File: src/core/rx_blank_mod_pkg.sv
// Constants shared by the receive blanking timer and the modulator control block
package rx_blank_mod_pkg;

    // Timing
    localparam int unsigned CLK_PERIOD_NS      = 10;
    localparam int unsigned BLANK_STEP_NS      = 9440;
    localparam int unsigned BLANK_STEP_CYCLES  = (BLANK_STEP_NS + CLK_PERIOD_NS - 1) / CLK_PERIOD_NS;
    localparam int unsigned STEP_CNT_W         = 10;
    localparam logic [9:0]  STEP_LAST          = 10'(BLANK_STEP_CYCLES - 1);
    localparam int unsigned ISO_MIN_RESP_NS    = 66000;
    localparam int unsigned PROP_MIN_RESP_NS   = 9440;
    localparam logic [7:0]  BLANK_PRESET_ISO   = 8'((ISO_MIN_RESP_NS + BLANK_STEP_NS - 1) / BLANK_STEP_NS);
    localparam logic [7:0]  BLANK_PRESET_PROP  = 8'((PROP_MIN_RESP_NS + BLANK_STEP_NS - 1) / BLANK_STEP_NS);

    // Bus
    localparam int unsigned ADDR_W             = 6;
    localparam logic [3:0]  REG_IDX_PROTOCOL   = 4'h1;
    localparam logic [3:0]  REG_IDX_BLANK      = 4'h8;
    localparam logic [3:0]  REG_IDX_MOD        = 4'h9;
    localparam logic [3:0]  REG_IDX_STATUS     = 4'ha;

    // Values after reset and modulator register masks
    localparam logic [7:0]  PROTOCOL_RESET     = 8'h00;
    localparam logic [7:0]  BLANK_RESET        = 8'h1f;
    localparam logic [7:0]  MOD_RESET          = 8'h11;
    localparam logic [7:0]  MOD_READ_MASK      = 8'h7f;
    localparam logic [7:0]  MOD_CLK_MASK       = 8'h30;

    // Field positions
    localparam int unsigned MOD_OOK_PIN_EN_BIT = 6;
    localparam int unsigned MOD_CLK_SEL_LO     = 4;
    localparam int unsigned MOD_ANALOG_BIT     = 3;
    localparam int unsigned PROTO_OOK_EN_BIT   = 6;
    localparam int unsigned PROTO_PROP_BIT     = 5;

    // Pin positions in the synchroniser vector
    localparam int unsigned PIN_ENABLE         = 0;
    localparam int unsigned PIN_OOK            = 1;
    localparam int unsigned PIN_MOD            = 2;
    localparam int unsigned PIN_OSC            = 3;

    // Modulation depth codes
    localparam logic [2:0]  DEPTH_ASK_10       = 3'h0;
    localparam logic [2:0]  DEPTH_OOK          = 3'h1;
    localparam logic [2:0]  DEPTH_ASK_7        = 3'h2;
    localparam logic [2:0]  DEPTH_ASK_8P5      = 3'h3;
    localparam logic [2:0]  DEPTH_ASK_13       = 3'h4;

    // Clock output select codes
    localparam logic [1:0]  CLK_SEL_OFF        = 2'h0;
    localparam logic [1:0]  CLK_SEL_DIV4       = 2'h1;
    localparam logic [1:0]  CLK_SEL_DIV2       = 2'h2;
    localparam logic [1:0]  CLK_SEL_DIV1       = 2'h3;

endpackage

File: src/core/blank_timer_if.sv
// Link between the control registers and the receive blanking timer
interface blank_timer_if;
    logic       tx_eof;
    logic [7:0] value;
    logic       clear;
    logic       active;

    modport timer (input tx_eof, input value, input clear, output active);
    modport ctrl  (output tx_eof, output value, output clear, input active);
endinterface

File: src/core/blank_timer.sv
// Receive blanking timer: counts programmed steps after each transmit end of frame
module blank_timer
(
    input  wire logic     i_mclk,
    input  wire logic     i_rst_b,
    blank_timer_if.timer  bus
);

    typedef struct packed {
        logic       active;
        logic [9:0] cnt;
        logic [7:0] steps;
    } timer_state_t;

    timer_state_t state_reg;
    timer_state_t state_next;

    always_comb
    begin
        state_next = state_reg;
        if (bus.clear)
        begin
            state_next = '0;
        end
        else if (bus.tx_eof)
        begin
            // A new frame end restarts the interval; zero means no blanking
            state_next.active = (bus.value != 8'h00); // [RL1]
            state_next.cnt    = 10'h000;
            state_next.steps  = bus.value; // [RL3]
        end
        else if (state_reg.active)
        begin
            if (state_reg.cnt == rx_blank_mod_pkg::STEP_LAST) // [RL2]
            begin
                state_next.cnt   = 10'h000;
                state_next.steps = state_reg.steps - 8'h01;
                if (state_reg.steps == 8'h01)
                begin
                    state_next.active = 1'b0; // [RL14]
                end
            end
            else
            begin
                state_next.cnt = state_reg.cnt + 10'h001;
            end
        end
    end

    always_ff @(posedge i_mclk or negedge i_rst_b)
    begin
        if (!i_rst_b)
        begin
            state_reg <= '0;
        end
        else
        begin
            state_reg <= state_next;
        end
    end

    assign bus.active = state_reg.active;
endmodule

File: src/core/rx_blanking_and_modulator_control.sv
// Receive blanking and modulator / clock output control with an Avalon-MM register slave
//
// What this block does
// [RL1] After each transmit frame end, hold receive decoders in reset for the blanking interval.
// [RL2] Blanking interval equals register value times a 9.44 us step.
// [RL3] Register values 1 to 255 give one step up to about 2.4 ms.
// [RL4] Blanking register becomes 0x1f at reset and while chip enable is low.
// [RL5] Protocol write presets blanking: 66 us for ISO types, one step proprietary.
// [RL6] Clock output is the oscillator divided by 1, 2 or 4 per bits 5:4.
// [RL7] Clock select 00 off, 01 divide by 4, 10 divide by 2, 11 undivided.
// [RL8] Modulation depth comes from bits 2:0 of the modulator register.
// [RL9] Depths from 7 to 30 percent ASK plus 100 percent OOK are supported.
// [RL10] Depth codes: 000 ASK10, 001 OOK, 010 ASK7, 011 ASK8.5, 100 ASK13.
// [RL11] OOK pin acts only when modulator bit 6 and protocol bit 6 are set.
// [RL12] With pin control on, pin high selects OOK, low the programmed ASK depth.
// [RL13] With pin control on, the modulation pin carries the modulation input.
// [RL14] Decoders leave reset on the cycle after the interval expires.
module rx_blanking_and_modulator_control
(
    input  wire logic        i_mclk,
    input  wire logic        i_rst_b,
    input  wire logic [5:0]  i_avs_address,
    input  wire logic        i_avs_read,
    input  wire logic        i_avs_write,
    input  wire logic [31:0] i_avs_writedata,
    input  wire logic [3:0]  i_avs_byteenable,
    output logic      [31:0] o_avs_readdata,
    output logic             o_avs_waitrequest,
    input  wire logic        i_chip_enable,
    input  wire logic        i_tx_eof,
    input  wire logic        i_ook_pin,
    input  wire logic        i_modulation_input_pin,
    input  wire logic        i_oscillator,
    output logic             o_rx_decoder_reset,
    output logic             o_divided_clock_output,
    output logic      [2:0]  o_mod_depth,
    output logic             o_tx_modulation,
    output logic             o_analog_out_en
);

    typedef struct packed {
        logic [3:0]  sync1;
        logic [3:0]  sync2;
        logic        osc_prev;
        logic        div2;
        logic        div4;
        logic        clk_out;
        logic [7:0]  protocol;
        logic [7:0]  blank;
        logic [7:0]  modctl;
        logic [2:0]  depth_out;
        logic        tx_mod;
        logic        analog;
        logic        ack;
        logic        waitreq;
        logic [31:0] rdata;
    } ctrl_state_t;

    ctrl_state_t   state_reg;
    ctrl_state_t   state_next;
    blank_timer_if blk ();

    logic       req;
    logic       commit;
    logic       wr;
    logic       en;
    logic       ext_ook;
    logic       osc_rise;
    logic [3:0] idx;
    logic [7:0] wdata;
    logic [7:0] status;

    blank_timer u_blank_timer
    (
        .i_mclk  (i_mclk),
        .i_rst_b (i_rst_b),
        .bus     (blk.timer)
    );

    assign blk.tx_eof = i_tx_eof & state_reg.sync2[rx_blank_mod_pkg::PIN_ENABLE]; // [RL1]
    assign blk.value  = state_reg.blank; // [RL2]
    assign blk.clear  = ~state_reg.sync2[rx_blank_mod_pkg::PIN_ENABLE];

    always_comb
    begin
        state_next = state_reg;
        req        = i_avs_read | i_avs_write;
        idx        = i_avs_address[5:2];
        // A request commits at the edge where waitrequest is seen low
        commit     = req & state_reg.ack;
        wr         = i_avs_write & commit & i_avs_byteenable[0];
        wdata      = i_avs_writedata[7:0];
        en         = state_reg.sync2[rx_blank_mod_pkg::PIN_ENABLE];
        ext_ook    = state_reg.modctl[rx_blank_mod_pkg::MOD_OOK_PIN_EN_BIT]
                     & state_reg.protocol[rx_blank_mod_pkg::PROTO_OOK_EN_BIT]; // [RL11]
        osc_rise   = state_reg.sync2[rx_blank_mod_pkg::PIN_OSC] & ~state_reg.osc_prev;
        status     = {4'h0, ext_ook, blk.active,
                      state_reg.sync2[rx_blank_mod_pkg::PIN_MOD],
                      state_reg.sync2[rx_blank_mod_pkg::PIN_OOK]};

        // Pins from outside the clock domain pass two flip-flops
        state_next.sync1 = {i_oscillator, i_modulation_input_pin, i_ook_pin, i_chip_enable};
        state_next.sync2 = state_reg.sync1;

        // One wait state per access, then a single cycle with waitrequest low
        state_next.ack     = req & ~state_reg.ack;
        state_next.waitreq = ~(req & ~state_reg.ack);
        if (req && !state_reg.ack)
        begin
            case (idx)
                rx_blank_mod_pkg::REG_IDX_PROTOCOL: state_next.rdata = {24'h000000, state_reg.protocol};
                rx_blank_mod_pkg::REG_IDX_BLANK:    state_next.rdata = {24'h000000, state_reg.blank};
                rx_blank_mod_pkg::REG_IDX_MOD:
                    state_next.rdata = {24'h000000, state_reg.modctl & rx_blank_mod_pkg::MOD_READ_MASK};
                rx_blank_mod_pkg::REG_IDX_STATUS:   state_next.rdata = {24'h000000, status};
                default:                            state_next.rdata = 32'h00000000;
            endcase
        end

        // Enable low holds every register at its preset; writes are lost meanwhile
        if (!en)
        begin
            state_next.protocol = rx_blank_mod_pkg::PROTOCOL_RESET;
            state_next.blank    = rx_blank_mod_pkg::BLANK_RESET; // [RL4]
            state_next.modctl   = rx_blank_mod_pkg::MOD_RESET;
        end
        else if (wr)
        begin
            case (idx)
                rx_blank_mod_pkg::REG_IDX_PROTOCOL:
                begin
                    state_next.protocol = wdata;
                    if (wdata[rx_blank_mod_pkg::PROTO_PROP_BIT])
                    begin
                        state_next.blank = rx_blank_mod_pkg::BLANK_PRESET_PROP; // [RL5]
                    end
                    else
                    begin
                        state_next.blank = rx_blank_mod_pkg::BLANK_PRESET_ISO; // [RL5]
                    end
                    // Clock select survives a protocol change so the host clock does not stop
                    state_next.modctl = (rx_blank_mod_pkg::MOD_RESET & ~rx_blank_mod_pkg::MOD_CLK_MASK)
                                        | (state_reg.modctl & rx_blank_mod_pkg::MOD_CLK_MASK);
                end
                rx_blank_mod_pkg::REG_IDX_BLANK: state_next.blank  = wdata; // [RL3]
                rx_blank_mod_pkg::REG_IDX_MOD:   state_next.modctl = wdata & rx_blank_mod_pkg::MOD_READ_MASK;
                default:                         state_next.blank  = state_reg.blank;
            endcase
        end

        // Divided clock; sampling the oscillator at 100 MHz adds up to one cycle of jitter
        state_next.osc_prev = state_reg.sync2[rx_blank_mod_pkg::PIN_OSC];
        if (osc_rise)
        begin
            state_next.div2 = ~state_reg.div2;
            if (state_reg.div2)
            begin
                state_next.div4 = ~state_reg.div4;
            end
        end
        case (state_reg.modctl[rx_blank_mod_pkg::MOD_CLK_SEL_LO +: 2]) // [RL6]
            rx_blank_mod_pkg::CLK_SEL_OFF:  state_next.clk_out = 1'b0; // [RL7]
            rx_blank_mod_pkg::CLK_SEL_DIV4: state_next.clk_out = state_reg.div4; // [RL7]
            rx_blank_mod_pkg::CLK_SEL_DIV2: state_next.clk_out = state_reg.div2; // [RL7]
            rx_blank_mod_pkg::CLK_SEL_DIV1: state_next.clk_out = state_reg.sync2[rx_blank_mod_pkg::PIN_OSC]; // [RL7]
            default:                        state_next.clk_out = 1'b0;
        endcase

        // Codes 5 to 7 pass through unchanged to the modulator
        if (ext_ook && state_reg.sync2[rx_blank_mod_pkg::PIN_OOK])
        begin
            state_next.depth_out = rx_blank_mod_pkg::DEPTH_OOK; // [RL12]
        end
        else
        begin
            state_next.depth_out = state_reg.modctl[2:0]; // [RL8] [RL9] [RL10]
        end
        state_next.tx_mod = ext_ook & state_reg.sync2[rx_blank_mod_pkg::PIN_MOD]; // [RL13]
        state_next.analog = state_reg.modctl[rx_blank_mod_pkg::MOD_ANALOG_BIT];
    end

    always_ff @(posedge i_mclk or negedge i_rst_b)
    begin
        if (!i_rst_b)
        begin
            state_reg          <= '0;
            state_reg.protocol <= rx_blank_mod_pkg::PROTOCOL_RESET;
            state_reg.blank    <= rx_blank_mod_pkg::BLANK_RESET; // [RL4]
            state_reg.modctl   <= rx_blank_mod_pkg::MOD_RESET;
            state_reg.waitreq  <= 1'b1;
        end
        else
        begin
            state_reg <= state_next;
        end
    end

    assign o_avs_readdata         = state_reg.rdata;
    assign o_avs_waitrequest      = state_reg.waitreq;
    assign o_rx_decoder_reset     = blk.active;
    assign o_divided_clock_output = state_reg.clk_out;
    assign o_mod_depth            = state_reg.depth_out;
    assign o_tx_modulation        = state_reg.tx_mod;
    assign o_analog_out_en        = state_reg.analog;
endmodule

File: config.mk
export PLATFORM = sky130hd
export DESIGN_NAME = rx_blanking_and_modulator_control
export DESIGN_NICKNAME = d
export VERILOG_FILES = /design/src/core/rx_blank_mod_pkg.sv /design/src/core/blank_timer_if.sv /design/src/core/blank_timer.sv /design/src/core/rx_blanking_and_modulator_control.sv
export SDC_FILE = /design/constraint.sdc
export NUM_CORES = 1
export LEC_CHECK = 0
export ABC_AREA = 1
export BUFFER_PORTS_ARGS = -buffer_cell sky130_fd_sc_hd__buf_4
export CORE_MARGIN = 2
export CORE_UTILIZATION = 30
export DETAILED_ROUTE_END_ITERATION = 8
export GPL_ROUTABILITY_DRIVEN = 0
export PLACE_DENSITY = 0.56
export SLEW_MARGIN = 20
export SYNTH_ARGS = -nofsm -noshare
export SYNTH_HDL_FRONTEND = slang
export SYNTH_SLANG_ARGS = --single-unit
export TNS_END_PERCENT = 5
File: constraint.sdc
create_clock -name i_mclk -period 1.4 [get_ports i_mclk]
set_clock_uncertainty 0.1 [all_clocks]
set_input_delay 0.07 -clock i_mclk [delete_from_list [all_inputs] [get_ports i_mclk]]
set_output_delay 0.07 -clock i_mclk [all_outputs]
set_load 0.01 [all_outputs]
==> summary by stage <==
Power
The share of total power dissipated in the clock network is 0.410. The total net switching power is 1370 µW. The static leakage power is 0.00240 µW. Cell internal power was estimated by the tool at 3870 µW. The part of the power in combinational logic is 0.152.

The share of total power dissipated in sequential elements is 0.438. Power spread over the standard cell area amounts to 1130 mW/mm². The worst ir drop on vdd is 0.000806 V. The switching share of total power is 0.262.

Die
Row generation in the floorplan step produced 39 rows. The total die area is 0.0128 mm². Measured along the x axis, the die boundary spans 113 µm. For this configuration, the core starts out at a cell density of 0.309. Pin placement for this block handled 91 I/O pins.

In this run the standard cell core region covers 0.0115 mm². The vertical extent of the die is 113 µm.

GRT
The largest net degree at the start of global routing is 35. For this run, the total global-route usage over all layers was measured as 0.143. The number of global-route vias before repair came to 3109. For this run the aggregate overflow at the end of global routing stands at 0. The first-pass GRT wire length is 14400 µm. The initial antenna violation count is 0.

Clock tree
The number of clock sinks is 69. The H-tree level count is 3. The longest clock path from root to sink contains 2 buffers.

The later pin in the worst-skew pair is clocked with a latency of 0.33 ns. The CTS tree is yes. After clock tree synthesis, the clock-pin slew on the worst setup and hold paths is 0.05 ns.

The cell at the root of the clock tree is sky130_fd_sc_hd__clkbuf_16. TritonCTS created 9 clock buffers. The setup fix buffers added after clock tree synthesis is 0.

Min path
The path class of the tightest hold or removal check is in -> reg.

Finish
After the last flow step, the layout net total stands at 597. The register with the most flip-flops in the layout has 20 of them. The layout cell share with drive strength beyond 1 is 0.237. The layout overhead on the synthesized area is 30.3%. The antenna diode count is 0.

Critical path
Following the worst setup path forward leads to its endpoint at u_blank_timer.state_reg[7]. For the worst setup path, the data arrival time is 1.55 ns. For flop-to-flop paths, the worst setup slack is -0.03 ns. The nature of the critical path endpoint is a flop. At the worst endpoint, the required time is 1.52 ns. Walking the worst path, the cells encountered are ha_2 -> nand2_2 -> nor2_2 -> nand4_1 -> nand2_2 -> buf_6 -> nand2_2 -> nand2_1 -> nand2_1. In this run the critical register-to-register path is launched from u_blank_timer.state_reg[8]. The most prevalent standard cell on the critical path is sky130_fd_sc_hd__nand2_2. The endpoint of the worst register-to-register path is u_blank_timer.state_reg[7]. The worst stage delay on the critical path is 0.35 ns. The path type of the worst setup path is reg -> reg. In this run the worst setup path begins at u_blank_timer.state_reg[8]. The cell count of the worst reg-to-reg path is 9. The library cell contributing the largest single delay on the critical path is sky130_fd_sc_hd__dfrtp_1. STA classifies the critical path startpoint as a flop.

The biggest fanout along the worst timing path is 5.

STA
For this run, the top clock speed supported by timing is 0.698 GHz. The number of hold violations in the final report was 0. The final count of pins violating max slew is 0. The total setup violations reported at the end of the flow is 5.

Setup repair after global routing could not meet its margin everywhere. Of the available clock period, the critical path in the final layout requires 1.02. Final hold analysis gives a worst-case slack of 0.0127 ns. The worst setup margin is -0.0330 ns. The worst path in the final design needs a cycle of 1.43 ns, including I/O delays and setup.

Yosys
By area the synthesized netlist is led by sky130_fd_sc_hd__dfrtp_1 43%, sky130_fd_sc_hd__nand2_1 18%, sky130_fd_sc_hd__buf_4 7.8%, sky130_fd_sc_hd__dfstp_2 5.9%, sky130_fd_sc_hd__nand3_1 4.2%. The synthesis warning total is 0. The number of distinct library cells after synthesis is 28.

The portion of synthesized cell area occupied by the leading cell type is 0.429. The average cell area after synthesis is 7.83 µm². The biggest area contributor in the post-synthesis netlist is sky130_fd_sc_hd__dfrtp_1. In this run the cell area of the synthesized design comes to 0.00356 mm². After technology mapping, the gate count stands at 455. The post-synthesis sequential element count is 69.

The sequential fraction of the synthesis area is 0.488.

Route
The via density per instance is 4.46. Once detail routing completed, the nets flagged for antenna violations numbered 0. Detailed routing placed a total of 364 µm of wire on met3. The total number of vias is 3079. The first detailed-routing pass ran for 6 iterations.

The number of DRC violations after detailed routing is 4. The detailed-routed wire length on met2 is 4220 µm. After detailed routing, the wire length on met1 is 3680 µm. After detailed routing, the average wire length per cell comes to 12.1 µm. The highest layer used for signal routing is met4. The first routing iteration left 120 violations.

The total detailed-routing wirelength is 8370 µm.

Job
The number of violations of the max-capacitance limit is 0.

Status
The checks that failed: DRC, setup timing. The run finished, with violations left.

Placed design
The wire-length estimate of the detail-placed layout is 6300 µm. OpenSTA, run right after detailed placement, puts the worst setup slack at -0.0748 ns. The number of buffers inserted by port buffering is 37.
Yosys cell counts (all sizes together):
cell type / instances
buf: 39
nor3: 3
conb: 1
clkinv: 1
nor2: 29
nand4: 8
dfstp: 8
clkbuf: 1
o22ai: 9
ha: 3
xor2: 5
o21ai: 33
xnor2: 3
o32ai: 1
dfrtp: 61
nand2: 175
nand3: 30
o21bai: 1
o211ai: 1
a21oi: 1
inv: 42
worst max-delay path, delay by kind of cell (launching register included):
kind	cells	cell delay, ns
and+or+nand+nor	7	0.56
DFF	1	0.35
adders and majority gates	1	0.19
buffers and inverters	1	0.11
how the worst min path moves through the flow:
stage	start	end	slack, ns	cells past startpoint
2_1_floorplan	i_rst_b	blk.value[5]	-0.33	0
3_3_place_gp	i_rst_b	state_reg[44]	-0.04	1
3_5_place_dp	i_rst_b	state_reg[44]	-0.03	1
4_1_cts	i_avs_writedata[5]	state_reg[60]	0.01	3
5_1_grt	i_avs_writedata[5]	state_reg[60]	0.04	3
6_report	i_avs_writedata[5]	state_reg[60]	0.01	3
final cells by class:
type	count	area [µm²]
Tap cell	143	179
Clock inverter	1	5.00
Sequential cell	69	1740
Clock buffer	15	278
Multi-Input combinational cell	326	1510
Inverter	43	166
Fill cell	1173	6870
Timing Repair Buffer	94	764
repair_timing:
action | CTS | global route
setup endpoints to repair | 15 | 34
resized for setup | 7 | 16
hold endpoints to repair | 67 | 0
hold buffers | 14 | 0
cloned | 0 | 0
pin swaps | 4 | 5
kinds of logic after synthesis:
logic type	share of synthesized area
AND/OR/NAND/NOR	0.282
flip-flops	0.488
other	0.00105
adder cells (fa/ha/maj)	0.0105
AO/OA/AOI/OAI	0.0724
XOR/XNOR	0.0197
buffers and inverters	0.127
per-stage QoR:
stage / power (µW) / cells / instance area (µm²) / TNS, ns / util
2_1_floorplan: 2800 / 478 / 3660 / 0 / -
3_3_place_gp: 3070 / 661 / 4150 / -0.171 / 0.361
3_5_place_dp: 3080 / 661 / 4150 / -0.456 / 0.361
4_1_cts: 5300 / 691 / 4600 / -0.259 / 0.400
5_1_grt: 5530 / 691 / 4640 / -1.81 / 0.403
6_report: 5240 / 691 / 4640 / -0.0902 / 0.403
power by group through the flow:
stage	logic, µW	clock network [µW]	registers (µW)
finish	797	2150	2300
global route	899	2310	2320
CTS	791	2210	2300
detailed placement	753	0	2330
global placement	741	0	2330
floorplan	487	0	2310
layout by cell type, fill, tap and decap left out, types with 3 or more instances in the layout:
cell type / Yosys / final
sky130_fd_sc_hd__nand2_2: 4 / 7
sky130_fd_sc_hd__o21ai_2: 2 / 4
sky130_fd_sc_hd__nand2_1: 171 / 167
sky130_fd_sc_hd__nor2_1: 26 / 22
sky130_fd_sc_hd__nand4_1: 8 / 8
sky130_fd_sc_hd__o21ai_0: 21 / 17
sky130_fd_sc_hd__nand3_1: 30 / 26
sky130_fd_sc_hd__o21ai_1: 10 / 12
sky130_fd_sc_hd__dfstp_2: 8 / 8
sky130_fd_sc_hd__clkbuf_1: 1 / 3
sky130_fd_sc_hd__buf_6: 0 / 3
sky130_fd_sc_hd__o22ai_1: 9 / 9
sky130_fd_sc_hd__clkbuf_16: 0 / 9
sky130_fd_sc_hd__conb_1: 1 / 24
sky130_fd_sc_hd__inv_1: 37 / 37
sky130_fd_sc_hd__xnor2_1: 3 / 3
sky130_fd_sc_hd__nor3_1: 3 / 3
sky130_fd_sc_hd__dfrtp_1: 61 / 61
sky130_fd_sc_hd__buf_4: 37 / 76
sky130_fd_sc_hd__dlygate4sd3_1: 0 / 14
sky130_fd_sc_hd__xor2_1: 5 / 5
sky130_fd_sc_hd__nand3_2: 0 / 4
sky130_fd_sc_hd__clkbuf_8: 0 / 3
sky130_fd_sc_hd__inv_2: 5 / 3
sky130_fd_sc_hd__nor2_2: 2 / 6
routing by layer:
metal / up-vias / GRT usage
met5: - / 0
met4: 0 / 0.0691
met3: 11 / 0.0241
met2: 64 / 0.245
met1: 1438 / 0.174
li1: 1566 / -
Power figures use the tool's default switching activity.
